===== src/core/svlm_pkg.sv =====
// constants and types shared by the supply level monitor
package svlm_pkg;
   // register indices on the plain port; the index is the address
   localparam logic [2:0] SVLM_CTRL_ADDR   = 3'h0;
   localparam logic [2:0] SVLM_STAT_ADDR   = 3'h1;
   localparam logic [2:0] SVLM_IRQ_ST_ADDR = 3'h2;
   localparam logic [2:0] SVLM_IRQ_EN_ADDR = 3'h3;
   localparam logic [2:0] SVLM_IRQ_CL_ADDR = 3'h4;
   // field positions
   localparam int SVLM_TRIM_LSB  = 0;
   localparam int SVLM_RANGE_BIT = 3;
   localparam int SVLM_EN_BIT    = 0;
   localparam int SVLM_VALID_BIT = 1;
   localparam int SVLM_BELOW_BIT = 2;
   localparam int SVLM_IRQ_BIT   = 2;
   // reset values
   localparam logic [2:0] SVLM_TRIM_RST  = 3'h0;
   localparam logic       SVLM_RANGE_RST = 1'b0;
   localparam logic       SVLM_EN_RST    = 1'b0;
   // timing
   localparam int SVLM_CLK_MHZ     = 125;
   localparam int SVLM_SETTLE_US   = 2000;
   localparam int SVLM_SETTLE_CYC  = SVLM_SETTLE_US * SVLM_CLK_MHZ;
   localparam int SVLM_CNT_W       = 18;
   typedef enum logic [1:0] {
      SVLM_OFF    = 2'b00,
      SVLM_SETTLE = 2'b01,
      SVLM_VALID  = 2'b11
   } svlm_state_type;
endpackage


===== src/core/svlm_edge_irq.sv =====
// sticky event capture on a rising edge, with clear and edge pulse; the enable input is unused
`timescale 1ns/1ps
module svlm_edge_irq (
   input  wire logic ref_clk,
   input  wire logic sys_rst,
   input  wire logic level,
   input  wire logic arm,
   input  wire logic clear,
   input  wire logic enable,
   output logic      sticky_reg,
   output logic      edge_pulse
);
   logic level_d_reg;

   always_ff @(posedge ref_clk or posedge sys_rst) begin
      if (sys_rst) begin
         level_d_reg <= 1'b0;
      end else begin
         level_d_reg <= level & arm;
      end
   end

   // only a new rising edge fires; a steady high level stays quiet
   assign edge_pulse = arm & level & ~level_d_reg; // RULE5

   // set wins over clear
   always_ff @(posedge ref_clk or posedge sys_rst) begin
      if (sys_rst) begin
         sticky_reg <= 1'b0;
      end else if (edge_pulse) begin
         sticky_reg <= 1'b1;
      end else if (clear) begin
         sticky_reg <= 1'b0;
      end
   end

   logic unused_enable;
   assign unused_enable = enable;
endmodule


===== src/core/svlm_top.sv =====
// supply level monitor: control, settling timer, status and interrupt
// Overview of operation
// RULE1: enable bit powers detector on or off
// RULE2: setting enable starts measurement immediately
// RULE3: valid flag rises 2 ms after enable
// RULE4: interrupts only while valid and enabled
// RULE5: one request per rising edge of result
// RULE6: software trusts result only while valid
// RULE7: status bit 2 shows supply below threshold
// RULE8: three-bit trim selects eight threshold steps
// RULE9: control bit 3 selects detection range
// RULE10: request drives mid-priority irq bit 2
// RULE11: disabled detector held fully powered down
// RULE12: disable clears flags, restarts settling wait
`timescale 1ns/1ps
module svlm_top
   import svlm_pkg::*;
#(
   parameter int SETTLE_CYCLES = SVLM_SETTLE_CYC
) (
   input  wire logic       ref_clk,
   input  wire logic       sys_rst,
   input  wire logic [2:0] reg_addr,
   input  wire logic [7:0] reg_wdata,
   input  wire logic       reg_wr,
   input  wire logic       reg_rd,
   output logic      [7:0] reg_rdata,
   input  wire logic       comp_below,
   output logic            det_power_on,
   output logic            det_range,
   output logic      [2:0] det_trim,
   output logic            supply_low_irq,
   output logic            irq
);
   // control fields
   logic [2:0]            trim_reg;
   logic                  range_reg;
   logic                  enable_reg;
   logic                  irq_en_reg;
   // settling sequence
   svlm_state_type        state_reg;
   logic [SVLM_CNT_W-1:0] count_reg;
   logic                  settle_done;
   // comparator synchroniser
   logic                  below_s1_reg;
   logic                  below_s2_reg;
   // register port decode
   logic                  ctrl_wr;
   logic                  stat_wr;
   logic                  irq_en_wr;
   logic                  irq_clr_wr;
   // read words
   logic [7:0]            ctrl_word;
   logic [7:0]            stat_word;
   logic [7:0]            irq_st_word;
   logic [7:0]            irq_en_word;
   logic [7:0]            read_word;
   // status and interrupt
   logic                  valid_flag;
   logic                  below_flag;
   logic                  irq_arm;
   logic                  irq_clear;
   logic                  irq_sticky;
   logic                  edge_pulse;

   ////////////////////////////////////////////////////////////////////////////
   // write decode; unmapped indices are ignored
   assign ctrl_wr    = reg_wr && (reg_addr == SVLM_CTRL_ADDR);
   assign stat_wr    = reg_wr && (reg_addr == SVLM_STAT_ADDR);
   assign irq_en_wr  = reg_wr && (reg_addr == SVLM_IRQ_EN_ADDR);
   assign irq_clr_wr = reg_wr && (reg_addr == SVLM_IRQ_CL_ADDR);

   ////////////////////////////////////////////////////////////////////////////
   // control register: trim field
   always_ff @(posedge ref_clk or posedge sys_rst) begin
      if (sys_rst) begin
         trim_reg <= SVLM_TRIM_RST;
      end else if (ctrl_wr) begin
         trim_reg <= reg_wdata[SVLM_TRIM_LSB +: 3]; // RULE8
      end
   end

   // control register: range bit
   always_ff @(posedge ref_clk or posedge sys_rst) begin
      if (sys_rst) begin
         range_reg <= SVLM_RANGE_RST;
      end else if (ctrl_wr) begin
         range_reg <= reg_wdata[SVLM_RANGE_BIT]; // RULE9
      end
   end

   // status register: only the enable bit is writable
   always_ff @(posedge ref_clk or posedge sys_rst) begin
      if (sys_rst) begin
         enable_reg <= SVLM_EN_RST;
      end else if (stat_wr) begin
         enable_reg <= reg_wdata[SVLM_EN_BIT]; // RULE1
      end
   end

   // interrupt enable register
   always_ff @(posedge ref_clk or posedge sys_rst) begin
      if (sys_rst) begin
         irq_en_reg <= 1'b0;
      end else if (irq_en_wr) begin
         irq_en_reg <= reg_wdata[SVLM_IRQ_BIT];
      end
   end

   ////////////////////////////////////////////////////////////////////////////
   // analog detector controls
   // off removes all bias; trim and range are held, not gated
   assign det_power_on = enable_reg; // RULE11
   assign det_range    = range_reg; // RULE9
   assign det_trim     = trim_reg; // RULE8

   ////////////////////////////////////////////////////////////////////////////
   // comparator output is asynchronous to ref_clk
   always_ff @(posedge ref_clk or posedge sys_rst) begin
      if (sys_rst) begin
         below_s1_reg <= 1'b0;
         below_s2_reg <= 1'b0;
      end else begin
         below_s1_reg <= comp_below;
         below_s2_reg <= below_s1_reg;
      end
   end

   ////////////////////////////////////////////////////////////////////////////
   // settling sequence
   // counter parked at zero outside the wait, so a later
   // enable never inherits a part-used wait
   assign settle_done = (count_reg == SVLM_CNT_W'(SETTLE_CYCLES - 2));

   always_ff @(posedge ref_clk or posedge sys_rst) begin
      if (sys_rst) begin
         count_reg <= '0;
      end else if (!enable_reg) begin
         count_reg <= '0; // RULE12
      end else if (state_reg == SVLM_SETTLE) begin
         count_reg <= count_reg + 1'b1;
      end else begin
         count_reg <= '0;
      end
   end

   always_ff @(posedge ref_clk or posedge sys_rst) begin
      if (sys_rst) begin
         state_reg <= SVLM_OFF;
      end else if (!enable_reg) begin
         state_reg <= SVLM_OFF; // RULE12
      end else begin
         unique case (state_reg)
            SVLM_OFF: begin
               state_reg <= SVLM_SETTLE; // RULE2
            end
            SVLM_SETTLE: begin
               if (settle_done) begin
                  state_reg <= SVLM_VALID; // RULE3
               end
            end
            SVLM_VALID: begin
               state_reg <= SVLM_VALID;
            end
            default: begin
               state_reg <= SVLM_OFF;
            end
         endcase
      end
   end

   ////////////////////////////////////////////////////////////////////////////
   // status flags
   // valid drops with the enable bit, not a cycle later
   assign valid_flag = (state_reg == SVLM_VALID) && enable_reg; // RULE3 RULE12
   // result masked to zero until valid so it never reads stale
   assign below_flag = valid_flag && below_s2_reg; // RULE7 RULE12

   ////////////////////////////////////////////////////////////////////////////
   // interrupt capture
   assign irq_arm   = valid_flag && enable_reg; // RULE4
   assign irq_clear = irq_clr_wr && reg_wdata[SVLM_IRQ_BIT];

   svlm_edge_irq u_edge (
      .ref_clk    (ref_clk),
      .sys_rst    (sys_rst),
      .level      (below_flag),
      .arm        (irq_arm),
      .clear      (irq_clear),
      .enable     (irq_en_reg),
      .sticky_reg (irq_sticky),
      .edge_pulse (edge_pulse)
   );

   // pulse goes to the interrupt manager, level to polling software
   assign supply_low_irq = edge_pulse; // RULE10 RULE5
   assign irq            = irq_sticky && irq_en_reg;

   ////////////////////////////////////////////////////////////////////////////
   // read words; reserved bits read zero
   assign ctrl_word   = {4'h0, range_reg, trim_reg};
   assign stat_word   = {5'h00, below_flag, valid_flag, enable_reg}; // RULE6
   assign irq_st_word = {5'h00, irq_sticky, 2'h0};
   assign irq_en_word = {5'h00, irq_en_reg, 2'h0};

   always_comb begin
      unique case (reg_addr)
         SVLM_CTRL_ADDR: begin
            read_word = ctrl_word;
         end
         SVLM_STAT_ADDR: begin
            read_word = stat_word;
         end
         SVLM_IRQ_ST_ADDR: begin
            read_word = irq_st_word;
         end
         SVLM_IRQ_EN_ADDR: begin
            read_word = irq_en_word;
         end
         default: begin
            read_word = 8'h00;
         end
      endcase
   end

   ////////////////////////////////////////////////////////////////////////////
   // read port, data one cycle after strobe
   // zero outside the answer cycle, so a stale word never looks fresh
   always_ff @(posedge ref_clk or posedge sys_rst) begin
      if (sys_rst) begin
         reg_rdata <= 8'h00;
      end else if (reg_rd) begin
         reg_rdata <= read_word;
      end else begin
         reg_rdata <= 8'h00;
      end
   end
endmodule


===== config.mk =====
export PLATFORM = sky130hd
export DESIGN_NAME = svlm_top
export DESIGN_NICKNAME = d
export VERILOG_FILES = /design/src/core/svlm_pkg.sv /design/src/core/svlm_edge_irq.sv /design/src/core/svlm_top.sv
export SDC_FILE = /design/constraint.sdc
export NUM_CORES = 1
export LEC_CHECK = 0
export ABC_AREA = 1
export BUFFER_PORTS_ARGS = -buffer_cell sky130_fd_sc_hd__buf_2
export CAP_MARGIN = 10
export CORE_AREA = 2 2 54 76
export CTS_BUF_LIST = sky130_fd_sc_hd__clkbuf_8 sky130_fd_sc_hd__clkbuf_16
export DETAILED_ROUTE_END_ITERATION = 16
export DIE_AREA = 0 0 56 78
export PLACE_DENSITY = 0.79
export SLEW_MARGIN = 15
export SYNTH_ARGS = -nofsm -noshare
export SYNTH_HDL_FRONTEND = slang
export SYNTH_SLANG_ARGS = --single-unit

===== constraint.sdc =====
create_clock -name ref_clk -period 1.3 [get_ports ref_clk]
set_input_delay 0.195 -clock ref_clk [delete_from_list [all_inputs] [get_ports ref_clk]]
set_output_delay 0.195 -clock ref_clk [all_outputs]
set_load 0.005 [all_outputs]

After elaboration in Yosys (flattened, before gate mapping)
Cells that the tools add are included.
- RAM bits: 0
- memories: 0
- latch bits: 0
- register bits after elaboration: 38
- input bits: 16
- output and inout bits: 15
- memory bits (read-only): 0
- mux-type cells: 9
- add/sub/neg operators: 1
- shifts and indexed selects: 0
- $mul: 0
- bitwise logic cells: 3
- div/mod/pow operators: 0
- magnitude comparators: 0
- equal/unequal tests: 8
- reduce and logical (&&, ||, !) cells: 12
- operator list (cell ; number):
    $mux W18 ; 2
    $add A18 B1 Y18 const B ; 1
    $eq A18 B18 Y1 const B ; 1
    $pmux W4 S4 ; 1
    $logic_and A1 B1 Y1 ; 9
    $eq A3 B2 Y1 const B ; 2
    $pmux W2 S3 ; 1
    $mux W2 ; 2
    $mux W4 ; 1
    $eq A3 B1 Y1 const B ; 1
    $eq A3 B3 Y1 const B ; 1
    $logic_not A3 Y1 ; 1
    $ne A3 B3 Y1 const B ; 1
    $and A1 B1 Y1 ; 2
    $eq A2 B1 Y1 const B ; 1
    $eq A2 B2 Y1 const B ; 1
    $logic_not A2 Y1 ; 1
    $mux W1 ; 2
    $reduce_bool A2 Y1 ; 1
    $not A1 Y1 ; 1

Logic depth before layout (Yosys ltp)
Gate-level depths: netlist (run 1).
- depth in word-level cells: 6
- depth in mapped cells: 8
- gate-level depth less buffers: 8

Cells and area by module
Synthesis (run 1) repeated with hierarchy kept, for this count alone.
- cell total of the unflattened synthesis: 227
- area, all modules: 1761.7 um^2
- by module, submodules not included (module ; seq. area each (um^2) ; area an instance (um^2) ; times used ; cells each):
    svlm_top ; 800.8 ; 1676.6 ; 1 ; 216
    svlm_edge_irq ; 50.0 ; 85.1 ; 1 ; 11

Worst setup path after synthesis (run 1)
OpenSTA, ideal clock, no wires.
- path kind: reg-to-reg
- start: register count_reg[0]
- end: register count_reg[16]
- path slack: 97 ps
- clock period less this slack: 1203 ps
- path buffers: 0
- cell stages (with the launch flop): 9
- arrival: 1087 ps
- data required time: 1183 ps
- cell sequence: dfrtp_1 -> ha_1 -> inv_1 -> nor2_2 -> nand2_2 -> nor2_2 -> nand2_1 -> nor2_1 -> nor2_1
- cells in the longest elaborated chain, start to end: 3
- ends and longest elaborated chain (what ; line ; text):
    from (decl) ; svlm_top.sv:42 ; logic [SVLM_CNT_W-1:0] count_reg;
    from (signal assigned) ; svlm_top.sv:141 ; count_reg <= count_reg + 1'b1;
    $add A18 B1 Y18 ; svlm_top.sv:141 ;
    $mux W18 ; svlm_top.sv:140 ; end else if (state_reg == SVLM_SETTLE) begin
    $mux W18 ; svlm_top.sv:138 ; end else if (!enable_reg) begin
Every way passes these cells.
A chain may end at the register's enable or synchronous reset.

Worst setup path after layout (run 1)
- start: register state_reg[1]
- end: output port supply_low_irq
- cells in the longest elaborated chain, start to end: 5
- elaborated cells on any way between the ends: 6
- ends and longest elaborated chain (what ; line ; text):
    from (decl) ; svlm_top.sv:41 ; svlm_state_type state_reg;
    from (signal assigned) ; svlm_top.sv:149 ; state_reg <= SVLM_OFF;
    from (signal assigned) ; svlm_top.sv:151 ; state_reg <= SVLM_OFF;
    from (signal assigned) ; svlm_top.sv:155 ; state_reg <= SVLM_SETTLE;
    $eq A2 B2 Y1 * ; svlm_top.sv:175 ; assign valid_flag = (state_reg == SVLM_VALID) && enable_reg;
    $logic_and A1 B1 Y1 * ; svlm_top.sv:175 ;
    $logic_and A1 B1 Y1, on equally long branches ; svlm_top.sv:177, svlm_top.sv:181 ;
    $and A1 B1 Y1 * (2 in series) ; svlm_edge_irq.sv:24 ; assign edge_pulse = arm & level & ~level_d_reg;
    to (decl) ; svlm_top.sv:32 ; output logic supply_low_irq,
Mark *: on every way between the ends. The rest lies on a longest branch, timed or not.

==> results of run 1 <==
## layer usage
layer	global-route usage, %	vias to the layer above	wire length, um
met5	0	-	0
met4	13.3	0	203
met3	5.50	17	240
met2	33.5	60	2160
met1	19.4	766	1570
li1	-	803	-
## synthesized netlist by cell type
| cell type | instances | area share (%) |
|---|---|---|
| sky130_fd_sc_hd__nor2_2 | 7 | 2.5 |
| sky130_fd_sc_hd__ha_1 | 2 | 1.4 |
| sky130_fd_sc_hd__a21oi_1 | 12 | 3.5 |
| sky130_fd_sc_hd__conb_1 | 1 | 0.22 |
| sky130_fd_sc_hd__nand4_1 | 6 | 2.2 |
| sky130_fd_sc_hd__nor3_1 | 5 | 1.4 |
| sky130_fd_sc_hd__nand3_1 | 10 | 2.9 |
| sky130_fd_sc_hd__nor2_1 | 39 | 8.4 |
| sky130_fd_sc_hd__and3_1 | 2 | 0.72 |
| sky130_fd_sc_hd__dfrtp_1 | 34 | 49 |
| sky130_fd_sc_hd__o21ai_1 | 5 | 1.4 |
| sky130_fd_sc_hd__nand2_2 | 4 | 1.4 |
| sky130_fd_sc_hd__o21ai_0 | 10 | 2.9 |
| sky130_fd_sc_hd__nor4_1 | 1 | 0.36 |
| sky130_fd_sc_hd__nand2_1 | 46 | 9.9 |
| sky130_fd_sc_hd__or2_0 | 1 | 0.36 |
| sky130_fd_sc_hd__nor2_4 | 2 | 1.3 |
| sky130_fd_sc_hd__buf_4 | 5 | 2.2 |
| sky130_fd_sc_hd__inv_1 | 36 | 7.8 |
## area by class of cell
type,instances,area (um2)
sequential,34,853
clock buffer,6,82.6
multi-input combinational,156,810
tap,42,52.6
clock inverter,2,8.76
timing repair buffer,43,278
fill,339,1420
inverter,36,135
## worst max-delay path: stages, from the launching register on
cell                      delay (ns)
sky130_fd_sc_hd__dfrtp_1        0.38
sky130_fd_sc_hd__nand3_2        0.11
sky130_fd_sc_hd__nor2_2         0.11
sky130_fd_sc_hd__inv_1          0.06
sky130_fd_sc_hd__or2_1          0.21
sky130_fd_sc_hd__inv_1          0.05
sky130_fd_sc_hd__buf_2          0.10
## power breakdown
| part | internal, mW | total [mW] | switching, mW |
|---|---|---|---|
| combinational | 0.153 | 0.349 | 0.196 |
| sequential | 1.13 | 1.18 | 0.0536 |
| clock | 0.419 | 0.800 | 0.380 |
## stage by stage
| step | cell area, um2 | utilization [%] | worst slack [ns] | power, mW | hold slack (ns) |
|---|---|---|---|---|---|
| final | 2220 | 60.9 | -0.192 | 2.33 | -0.0205 |
| after detailed placement | 1960 | 53.8 | -0.00651 | 1.49 | 0.304 |
| after global routing | 2220 | 60.9 | -0.287 | 2.45 | 0.0325 |
| after CTS | 2100 | 57.7 | -0.191 | 2.33 | 0.00157 |
| after global placement | 1960 | 53.8 | 0.0413 | 1.48 | 0.305 |
| after floorplan | 1750 | - | 0.0967 | 1.36 | 0.226 |
## final timing paths
check                                      end    startpoint  cells past startpoint
worst max register to register   count_reg[16]  count_reg[1]                      8
max in group asynchronous         count_reg[7]       sys_rst                      3
worst min register to register    below_s2_reg  below_s1_reg                      0
worst max-delay path            supply_low_irq  state_reg[1]                      6
worst min-delay path                 det_range       sys_rst                      3
min in group ref_clk              reg_rdata[1]        reg_rd                      3
## cell families after synthesis
kind of cell | share of synthesized area (%)
AOI/OAI and AO/OA | 7.79
DFF | 49.0
and+or+nand+nor | 31.6
adders and majority gates | 1.44
other | 0.216
buffers and inverters | 9.95
## what timing repair did
action | CTS | global route
resized for setup | 2 | 27
pin swaps | 3 | 6
setup buffers | 4 | 4
gates cloned | 0 | 0
setup endpoints to repair | 3 | 11
hold buffers | 1 | 0
hold endpoints to repair | 1 | 0
==> results summary, run 1 <==
The power density relative to cell area came out at 1050 nW/um2. CTS built an H-tree with a depth of 2. The placeable core region is roughly 3600 um2. The worst setup path is launched from a register. The data arrival time at the worst-slack endpoint came out at ~1.3 ns. After synthesis the netlist holds a flip-flop and latch count of 34. The number of placed instances with taps included came out at 302. The routed wire length came out at about 4.2 mm.

The library cells used most frequently in the layout, excluding fill and tap cells, are 42 x sky130_fd_sc_hd__nand2_1, 36 x sky130_fd_sc_hd__inv_1, 34 x sky130_fd_sc_hd__nor2_1. The violation count after the first detailed-routing iteration is 59. The antenna diode count came out at 0. The final routed wire length divided by cell count is 13.1 um. The yosys synthesis warning count came out at 0. The die extent in x is 56 um. The synthesized area divided by synthesized cell count came out at between 7 and 8 um2. The clock passes through at most 2 buffers. The initial utilization of the core area, before any placement, comes to between 40% and 50%. For the worst setup path, the data required time is 1.11 ns.

The final-report setup violation count came out at 3. The final number of hold-violating endpoints is 23. 31 I/O pins were placed. The number of clock sinks seen by CTS is 34. The flow ran to the end, but the final reports show violations. The number of instances in the synthesized netlist came out at 228. After clock tree synthesis, the clock-pin slew on the worst setup and hold paths is 0.07 ns. The most common cell after layout, fill and taps aside is sky130_fd_sc_hd__nand2_1. The y dimension of the die came out at 78 um.

The number of flip-flops in the largest register is 18. After detailed routing, the number of vias per cell comes to 5.16. Of the synthesized area, sequential elements account for 49.0%. The final critical delay including setup and external delays is 1.49 ns.

The tree is rooted in a sky130_fd_sc_hd__clkbuf_8. The total iterations of the first detailed-routing run is 4. Summed over all cells, the static leakage comes to 1.06 nW. The routed via count is 1646. After detailed routing, the number of remaining DRC violations is 0.

The minimum setup slack among reg-to-reg paths came out at -0.05 ns. Across the VDD grid, the largest voltage drop is 1.14 mV. The clock reaches the later pin of the worst-skew pair after 0.29 ns. The classification of the worst-slack hold path is in2async.

The overall overflow remaining after global route came out at 0. The clock tree skew after final layout came out at 0.00461 ns. The first global-routing pass estimated 6.50 mm of wire.

The final-report max-slew violation count was 0. The last weighted congestion value of the routability-driven placer is 0.897. The number of buffers added by the clock tree synthesis step came out at 5.

The critical path is of the reg2out type. The number of buffers added on ports came out at 22. The total half-perimeter wirelength after legalization and detailed placement is 2.83 mm. The row count came out at 26. The worst hold slack after final layout is -0.0205 ns.

In the post-route analysis, the smallest setup slack over all paths is -0.192 ns. Across the run, the number of max-cap violations was 0. Summing every instance area after synthesis gives 1740 um2. The worst path uses 115% of the clock period.

The final layout contains 294 nets. STA classifies the critical path endpoint as an output pin. The number of antenna violations at the first check in global routing is 0. The highest clock rate came out at about 670 MHz. The CTS tree is built.

Global routing consumed, over all layers together, 19.3% of the routing resources. The number of antenna-violating nets in the routed design came out at 0. The post-route netlist has 29.6% of its cells at a drive strength greater than 1. Entering global routing, the biggest net connects 35 pins. The overall die area came out at ~4400 um2. The area added between synthesis and finish is 27.9%.

The top fanout value on the critical path is 2. The count of non-filler cells in the finished layout came out at approximately 320. The via count of the first global-routing pass came to 1590. The checks that failed: hold timing, setup timing. Adding up every negative setup slack in the final design gives -0.294 ns. Counting distinct cell types in the post-synthesis netlist gives 19. Setup repair after global routing could not meet its margin everywhere.
Note: power is estimated with default switching activity, not from simulation.
==> inputs of run 2 (changes only) <==
CORE_AREA = 2 2 51 72   (was 2 2 54 76)
DIE_AREA = 0 0 53 74   (was 0 0 56 78)
PLACE_DENSITY = 0.83   (was 0.79)
clock period = 1.4 ns   (was 1.3 ns; I/O delays follow)
==> results summary, run 2 (synthesis gave the netlist of run 1 again) <==
The flow ran to the end, but the final reports show violations. The checks that failed: hold timing, setup timing. The final-report setup violation count came out at 1 (-2). The antenna diode count came out at 0 (unchanged). The number of cells traversed by the worst register-to-register path came to 7 (-1).

The row count came out at 25 (-3.8%). In this run the clock root is driven by a sky130_fd_sc_hd__clkbuf_8. The y dimension of the die is 74 um (-5.1%).

The initial core utilization is 52.8% (+5.2 points). The global-route wire length before repair is 6.04 mm (-7.0%). The top fanout value on the critical path is 2 (unchanged). The die extent in x is 53 um (-5.4%).

The number of buffers added on ports is 22 (unchanged). The highest clock rate came out at between 600 and 700 MHz. STA classifies the critical path startpoint as a register. The share of the clock period used by the worst path after layout came out at 109%.

The placeable core region came out at 3280 um2 (-9.9%). The final critical delay including setup and external delays came out at between 1.5 and 2 ns. The routed wire length came out at 3.84 mm (-7.8%).

The net count of the finished layout was 287 (-2.4%). The pin count of the biggest net entering global routing was 35 (unchanged). The number of clock sinks seen by CTS came out at 34 (unchanged).

The overall die area was 3920 um2 (-10%). The critical path class is reg2out. The power density relative to cell area was 1010 nW/um2 (-3.6%). The worst hold slack after final layout is -0.00253 ns (+0.0179 ns).

TritonCTS built the clock tree. The reported leakage power came to 1.02 nW (-3.4%). The share of post-route cells with drive strength above 1 was 24.4% (-5.2 points). In the layout the commonest cells are 44 x sky130_fd_sc_hd__nand2_1, 36 x sky130_fd_sc_hd__inv_1, 35 x sky130_fd_sc_hd__nor2_1.

The total iterations of the first detailed-routing run came out at 4 (unchanged). The overall overflow remaining after global route is 0 (unchanged). The total half-perimeter wirelength after legalization and detailed placement was 2.65 mm (-6.4%).

The global routing usage on met1 is 21.7% (+2.3 points). The busiest layer in global routing is met2. The worst setup path is captured at an output pin.

The overall fraction of global-route tracks in use is 21.6% (+2.3 points). The last weighted congestion value of the routability-driven placer came to 0.936 (+4.3%). The global routing met2 resource utilization came to 40.3% (+6.7 points).

Setup repair after global routing could not meet its margin everywhere. The library cell used most frequently in the layout, excluding fill and tap cells, is sky130_fd_sc_hd__nand2_1. The top-level port count is 31 (unchanged). The area added between synthesis and finish came out at 22.1%.

The post-layout worst setup margin is -0.121 ns (+0.0709 ns). The number of buffers added by the clock tree synthesis step came out at 5 (unchanged). The clock insertion delay at the later pin of the skew report was 0.29 ns (about the same). The max-cap check violation count is 0 (unchanged). The depth of the CTS H-tree is 2 (unchanged). The global routing met3 resource utilization came out at 5.82% (+0.32 points). The violation count after the first detailed-routing iteration is 28 (-53%). The number of flip-flops in the largest register is 18 (unchanged). The post-layout utilization of the core was 64.5% (+3.6 points).

The via-per-instance ratio came out at 5.00 (-3.0%). The filler cell count is 297 (-12%). The tightest min-delay check is of the in2async type.

The number of antenna-violating nets in the routed design is 0 (unchanged). The final routed wire length divided by cell count came out at 12.4 um (-5.2%). The worst voltage drop across the vdd grid was 0.750 mV (-34%). The final number of hold-violating endpoints is 8 (-65%). The clock tree skew after final layout is 0.00303 ns (-0.00157 ns). The routed via count is 1551 (-5.8%). The number of antenna violations at the first check in global routing is 0 (unchanged).

The overall power after layout came out at 2.14 mW (-8.0%). The total placed instance area is 1890 um2 (-3.6%). The via count of the first global-routing pass came out at 1434 (-9.8%). The clock tree buffer depth came out at 2 (unchanged). The count of unresolved DRC violations after routing is 0 (unchanged). The post-route cell area came out at 2120 um2 (-4.6%). The post-CTS clock slew at the launch and capture registers of the worst setup and hold paths was 0.07 ns (about the same). The data arrival time at the worst-slack endpoint is 1.31 ns (about the same).

The final-report max-slew violation count came out at 0 (unchanged). The required time of the critical path is 1.19 ns (+0.08 ns).
[run 2: layer usage]
layer / up-vias / part of all wire, %
li1: 785 / -
met1: 725 / 38
met2: 34 / 56
met3: 7 / 4.3
met4: 0 / 1.6
met5: - / 0
[run 2: critical path, stage by stage (launching register included)]
cell                      delay [ns]
sky130_fd_sc_hd__dfrtp_1        0.39
sky130_fd_sc_hd__nand3_2        0.11
sky130_fd_sc_hd__nor2_2         0.11
sky130_fd_sc_hd__inv_1          0.05
sky130_fd_sc_hd__or2_1          0.21
sky130_fd_sc_hd__inv_1          0.05
sky130_fd_sc_hd__buf_2          0.10
[run 2: cell type report]
cell class	instances	area [um2]	area share (%)
inverters	36	135	6.38
repair buffers	36	215	10.2
well taps	40	50.0	2.36
clock inverters	2	8.76	0.413
flip-flops and latches	34	851	40.2
multi-input cells	156	776	36.6
clock buffers	6	82.6	3.90
[run 2: where the power goes]
group | switching, mW | internal (mW)
Sequential | 0.0505 | 1.05
Combinational | 0.174 | 0.127
Clock | 0.355 | 0.389
[run 2: worst paths after layout]
check | from | endpoint | slack [ns]
min reg2reg | below_s1_reg | below_s2_reg | 0.35
min | sys_rst | reg_rdata[3] | -0.003
min in group ref_clk | comp_below | below_s1_reg | 0.02
max | state_reg[0] | supply_low_irq | -0.12
max in group asynchronous | sys_rst | count_reg[17] | 1.10
max reg2reg | count_reg[0] | count_reg[14] | 0.08
[run 2: per-stage QoR]
stage / setup WS (ns) / TNS (ns) / std cells
floorplan: 0.197 / 0 / 231
global placement: 0.101 / 0 / 291
detailed placement: 0.0632 / 0 / 291
CTS: -0.103 / -0.103 / 304
global route: -0.215 / -0.282 / 310
finish: -0.121 / -0.121 / 310
[run 2: what timing repair did]
item,CTS,global route
pin swaps,2,5
setup endpoints to repair,1,10
hold buffers,0,0
resized for setup,2,14
hold endpoints to repair,0,0
setup buffers,5,6
==> inputs of run 3 (changes only) <==
BUFFER_PORTS_ARGS = not set   (was -buffer_cell sky130_fd_sc_hd__buf_2)
CORE_AREA = 2 2 49 69   (was 2 2 51 72)
DIE_AREA = 0 0 51 71   (was 0 0 53 74)
DONT_BUFFER_PORTS = 1   (was not set)
PLACE_DENSITY = 0.8   (was 0.83)
==> results summary, run 3 (synthesis gave the netlist of run 1 again) <==
The minimum setup slack among reg-to-reg paths was 0.14 ns (+0.06 ns). The number of buffers added by the clock tree synthesis step came to 5 (unchanged). STA classifies the critical path endpoint as an output pin. The tree is rooted in a sky130_fd_sc_hd__clkbuf_8.

The max-cap check violation count is 0 (unchanged). The routed length on met2 is 1.95 mm (-9.3%). The filler cell count came out at 266 (-10%). The clock tree buffer depth was 2 (unchanged).

The number of antenna violations at the first check in global routing came out at 0 (unchanged). The count of unresolved DRC violations after routing came out at 0 (unchanged). The cell that appears most often on the critical path is sky130_fd_sc_hd__inv_2. The critical path goes through nand3_2 > nor2_4 > inv_2 > or2_4 > inv_2. STA classifies the critical path startpoint as a register. The global-route wire length before repair came out at 5.92 mm (-2.1%). The post-layout worst setup margin is -0.0360 ns (+0.0846 ns). The post-layout utilization of the core is 65.3% (+0.81 points). The number of cells traversed by the worst register-to-register path was 8 (+1). The final number of hold-violating endpoints is 0 (-8). The number of buffers added on ports came out at 0 (-100%). The y dimension of the die is 71 um (-4.1%). The startpoint identified for the worst hold timing path is reg_wdata[0].

The routed wire length is 3.62 mm (-5.9%). The placeable core region came out at 3030 um2 (-7.7%). The overall fraction of global-route tracks in use came out at 22.1% (+0.49 points). The violation count after the first detailed-routing iteration is 40 (+43%). The delay contributed by the slowest stage of the critical path came out at 0.37 ns (-0.02 ns). The overall overflow remaining after global route came out at 0 (unchanged). The setup path with the least slack is of type reg2out. The routed via count was 1460 (-5.9%).

The data arrival time at the worst-slack endpoint is 1.23 ns (-0.08 ns). The area growth from synthesis to layout is 14.1%. The clock insertion delay at the later pin of the skew report was 0.28 ns (about the same). The share of post-route cells with drive strength above 1 is 14.6% (-9.9 points). The clock tree skew after final layout came out at 0.00448 ns (+0.00145 ns). In the layout the commonest cells are 46 x sky130_fd_sc_hd__nand2_1, 38 x sky130_fd_sc_hd__nor2_1, 35 x sky130_fd_sc_hd__inv_1. The die extent in x is 51 um (-3.8%). Routed signal wires occupy layers up through met4. The final-report max-slew violation count came to 0 (unchanged). The net count of the finished layout came out at 264 (-8.0%).

The pin count of the biggest net entering global routing was 35 (unchanged). The master of the slowest instance on the critical path is sky130_fd_sc_hd__dfrtp_1. The worst register-to-register path begins at count_reg[0].

The via count of the first global-routing pass is 1450 (+1.1%). The share of the clock period used by the worst path after layout came out at 103% (-6.0 points). The flow ran to the end, but the final reports show violations. The depth of the CTS H-tree came out at 2 (unchanged). The final reports fail on setup timing. The overall die area is 3620 um2 (-7.7%). The sum of met3 wire segment lengths after detailed routing came to 171 um (+3.6%). The number of flip-flops in the largest register is 18 (unchanged). The reported leakage power came out at 0.903 nW (-12%). The capture endpoint of the worst hold path is det_power_on.

On the critical path the largest part of the delay comes from simple AND/OR/NAND/NOR gates. The final routed wire length divided by cell count was 12.7 um (+2.0%). The most common cell after layout, fill and taps aside is sky130_fd_sc_hd__nand2_1. The top-level port count came out at 31 (unchanged).

The total half-perimeter wirelength after legalization and detailed placement came to 2.66 mm (+0.42%). The buffers plus inverters on the worst setup path was 2 (-1). The via-per-instance ratio was 5.10 (+2.0%).

The routed metal-1 wire length is 1.39 mm (-4.8%). The top fanout value on the critical path came out at 2 (unchanged). The number of clock sinks seen by CTS is 34 (unchanged). The highest clock rate came out at 696 MHz (+5.9%). The final-report setup violation count is 1 (unchanged).

Setup repair after global routing could not meet its margin everywhere. Counting instances, the worst hold path has a depth of 2. The required time of the critical path came out at 1.19 ns (about the same). The initial core utilization is 57.2% (+4.4 points). The row count came out at 24 (-4.0%). The post-CTS clock slew at the launch and capture registers of the worst setup and hold paths came out at 0.07 ns (about the same). The power density relative to cell area is 1040 nW/um2 (+3.3%). The antenna diode count is 0 (unchanged). The worst voltage drop across the vdd grid is 0.777 mV (+3.6%). The last weighted congestion value of the routability-driven placer came out at 0.904 (-3.4%).

The final sum of negative setup slack is -0.0360 ns (+0.0846 ns). The endpoint identified for the worst register-to-register timing path is count_reg[16]. TritonCTS built the clock tree. The tightest min-delay check is of the in2reg type. Tracing the worst setup path back leads to its startpoint at state_reg[1]. The number of antenna-violating nets in the routed design came out at 0 (unchanged).

The total iterations of the first detailed-routing run is 4 (unchanged). The final critical delay including setup and external delays is 1.44 ns (-0.0846 ns).
## run 3: final cells by class
cell class	instances	area, um2	share of cell area (%)
flip-flops and latches	34	851	43.0
well taps	39	48.8	2.46
repair buffers	13	106	5.37
clock inverters	2	8.76	0.442
clock buffers	6	82.6	4.17
multi-input cells	156	748	37.8
inverters	36	135	6.82
## run 3: power by group
part	switching, mW	total, mW	leakage, nW	internal, mW
logic	0.152	0.241	0.398	0.0890
registers	0.0539	1.10	0.453	1.05
clock network	0.338	0.727	0.0524	0.389
total	0.544	2.07	0.903	1.53
## run 3: how the worst max path moves through the flow
stage,slack [ns],cells past startpoint,endpoint
after detailed placement,0.08,8,count_reg[16]
after CTS,-0.05,5,supply_low_irq
after global routing,-0.11,5,supply_low_irq
final,-0.04,5,supply_low_irq
after floorplan,0.20,8,count_reg[16]
after global placement,0.10,8,count_reg[16]
## run 3: metal layers
| layer | up-vias | track usage [%] |
|---|---|---|
| met2 | 34 | 41.8 |
| met3 | 10 | 5.70 |
| met4 | 0 | 10.8 |
| met5 | - | 0 |
| li1 | 740 | - |
| met1 | 676 | 21.1 |
## run 3: stage by stage
stage / total power, mW / hold WS [ns] / cells / area [um2] / setup WS (ns)
4_1_cts: 2.07 / 0.0460 / 282 / 1930 / -0.0499
3_5_place_dp: 1.33 / 0.220 / 269 / 1790 / 0.0846
2_1_floorplan: 1.26 / 0.241 / 231 / 1750 / 0.197
3_3_place_gp: 1.31 / 0.212 / 269 / 1790 / 0.102
6_report: 2.07 / 0.0565 / 286 / 1980 / -0.0360
5_1_grt: 2.18 / 0.0493 / 286 / 1980 / -0.110
## run 3: what timing repair did
item | 4_1_cts | 5_1_grt
buffers inserted | 3 | 4
pin swaps | 1 | 4
hold buffers | 2 | 0
setup endpoints to repair | 1 | 7
resized for setup | 2 | 8
endpoints found under the hold margin | 35 | 0
gates cloned | 0 | 0
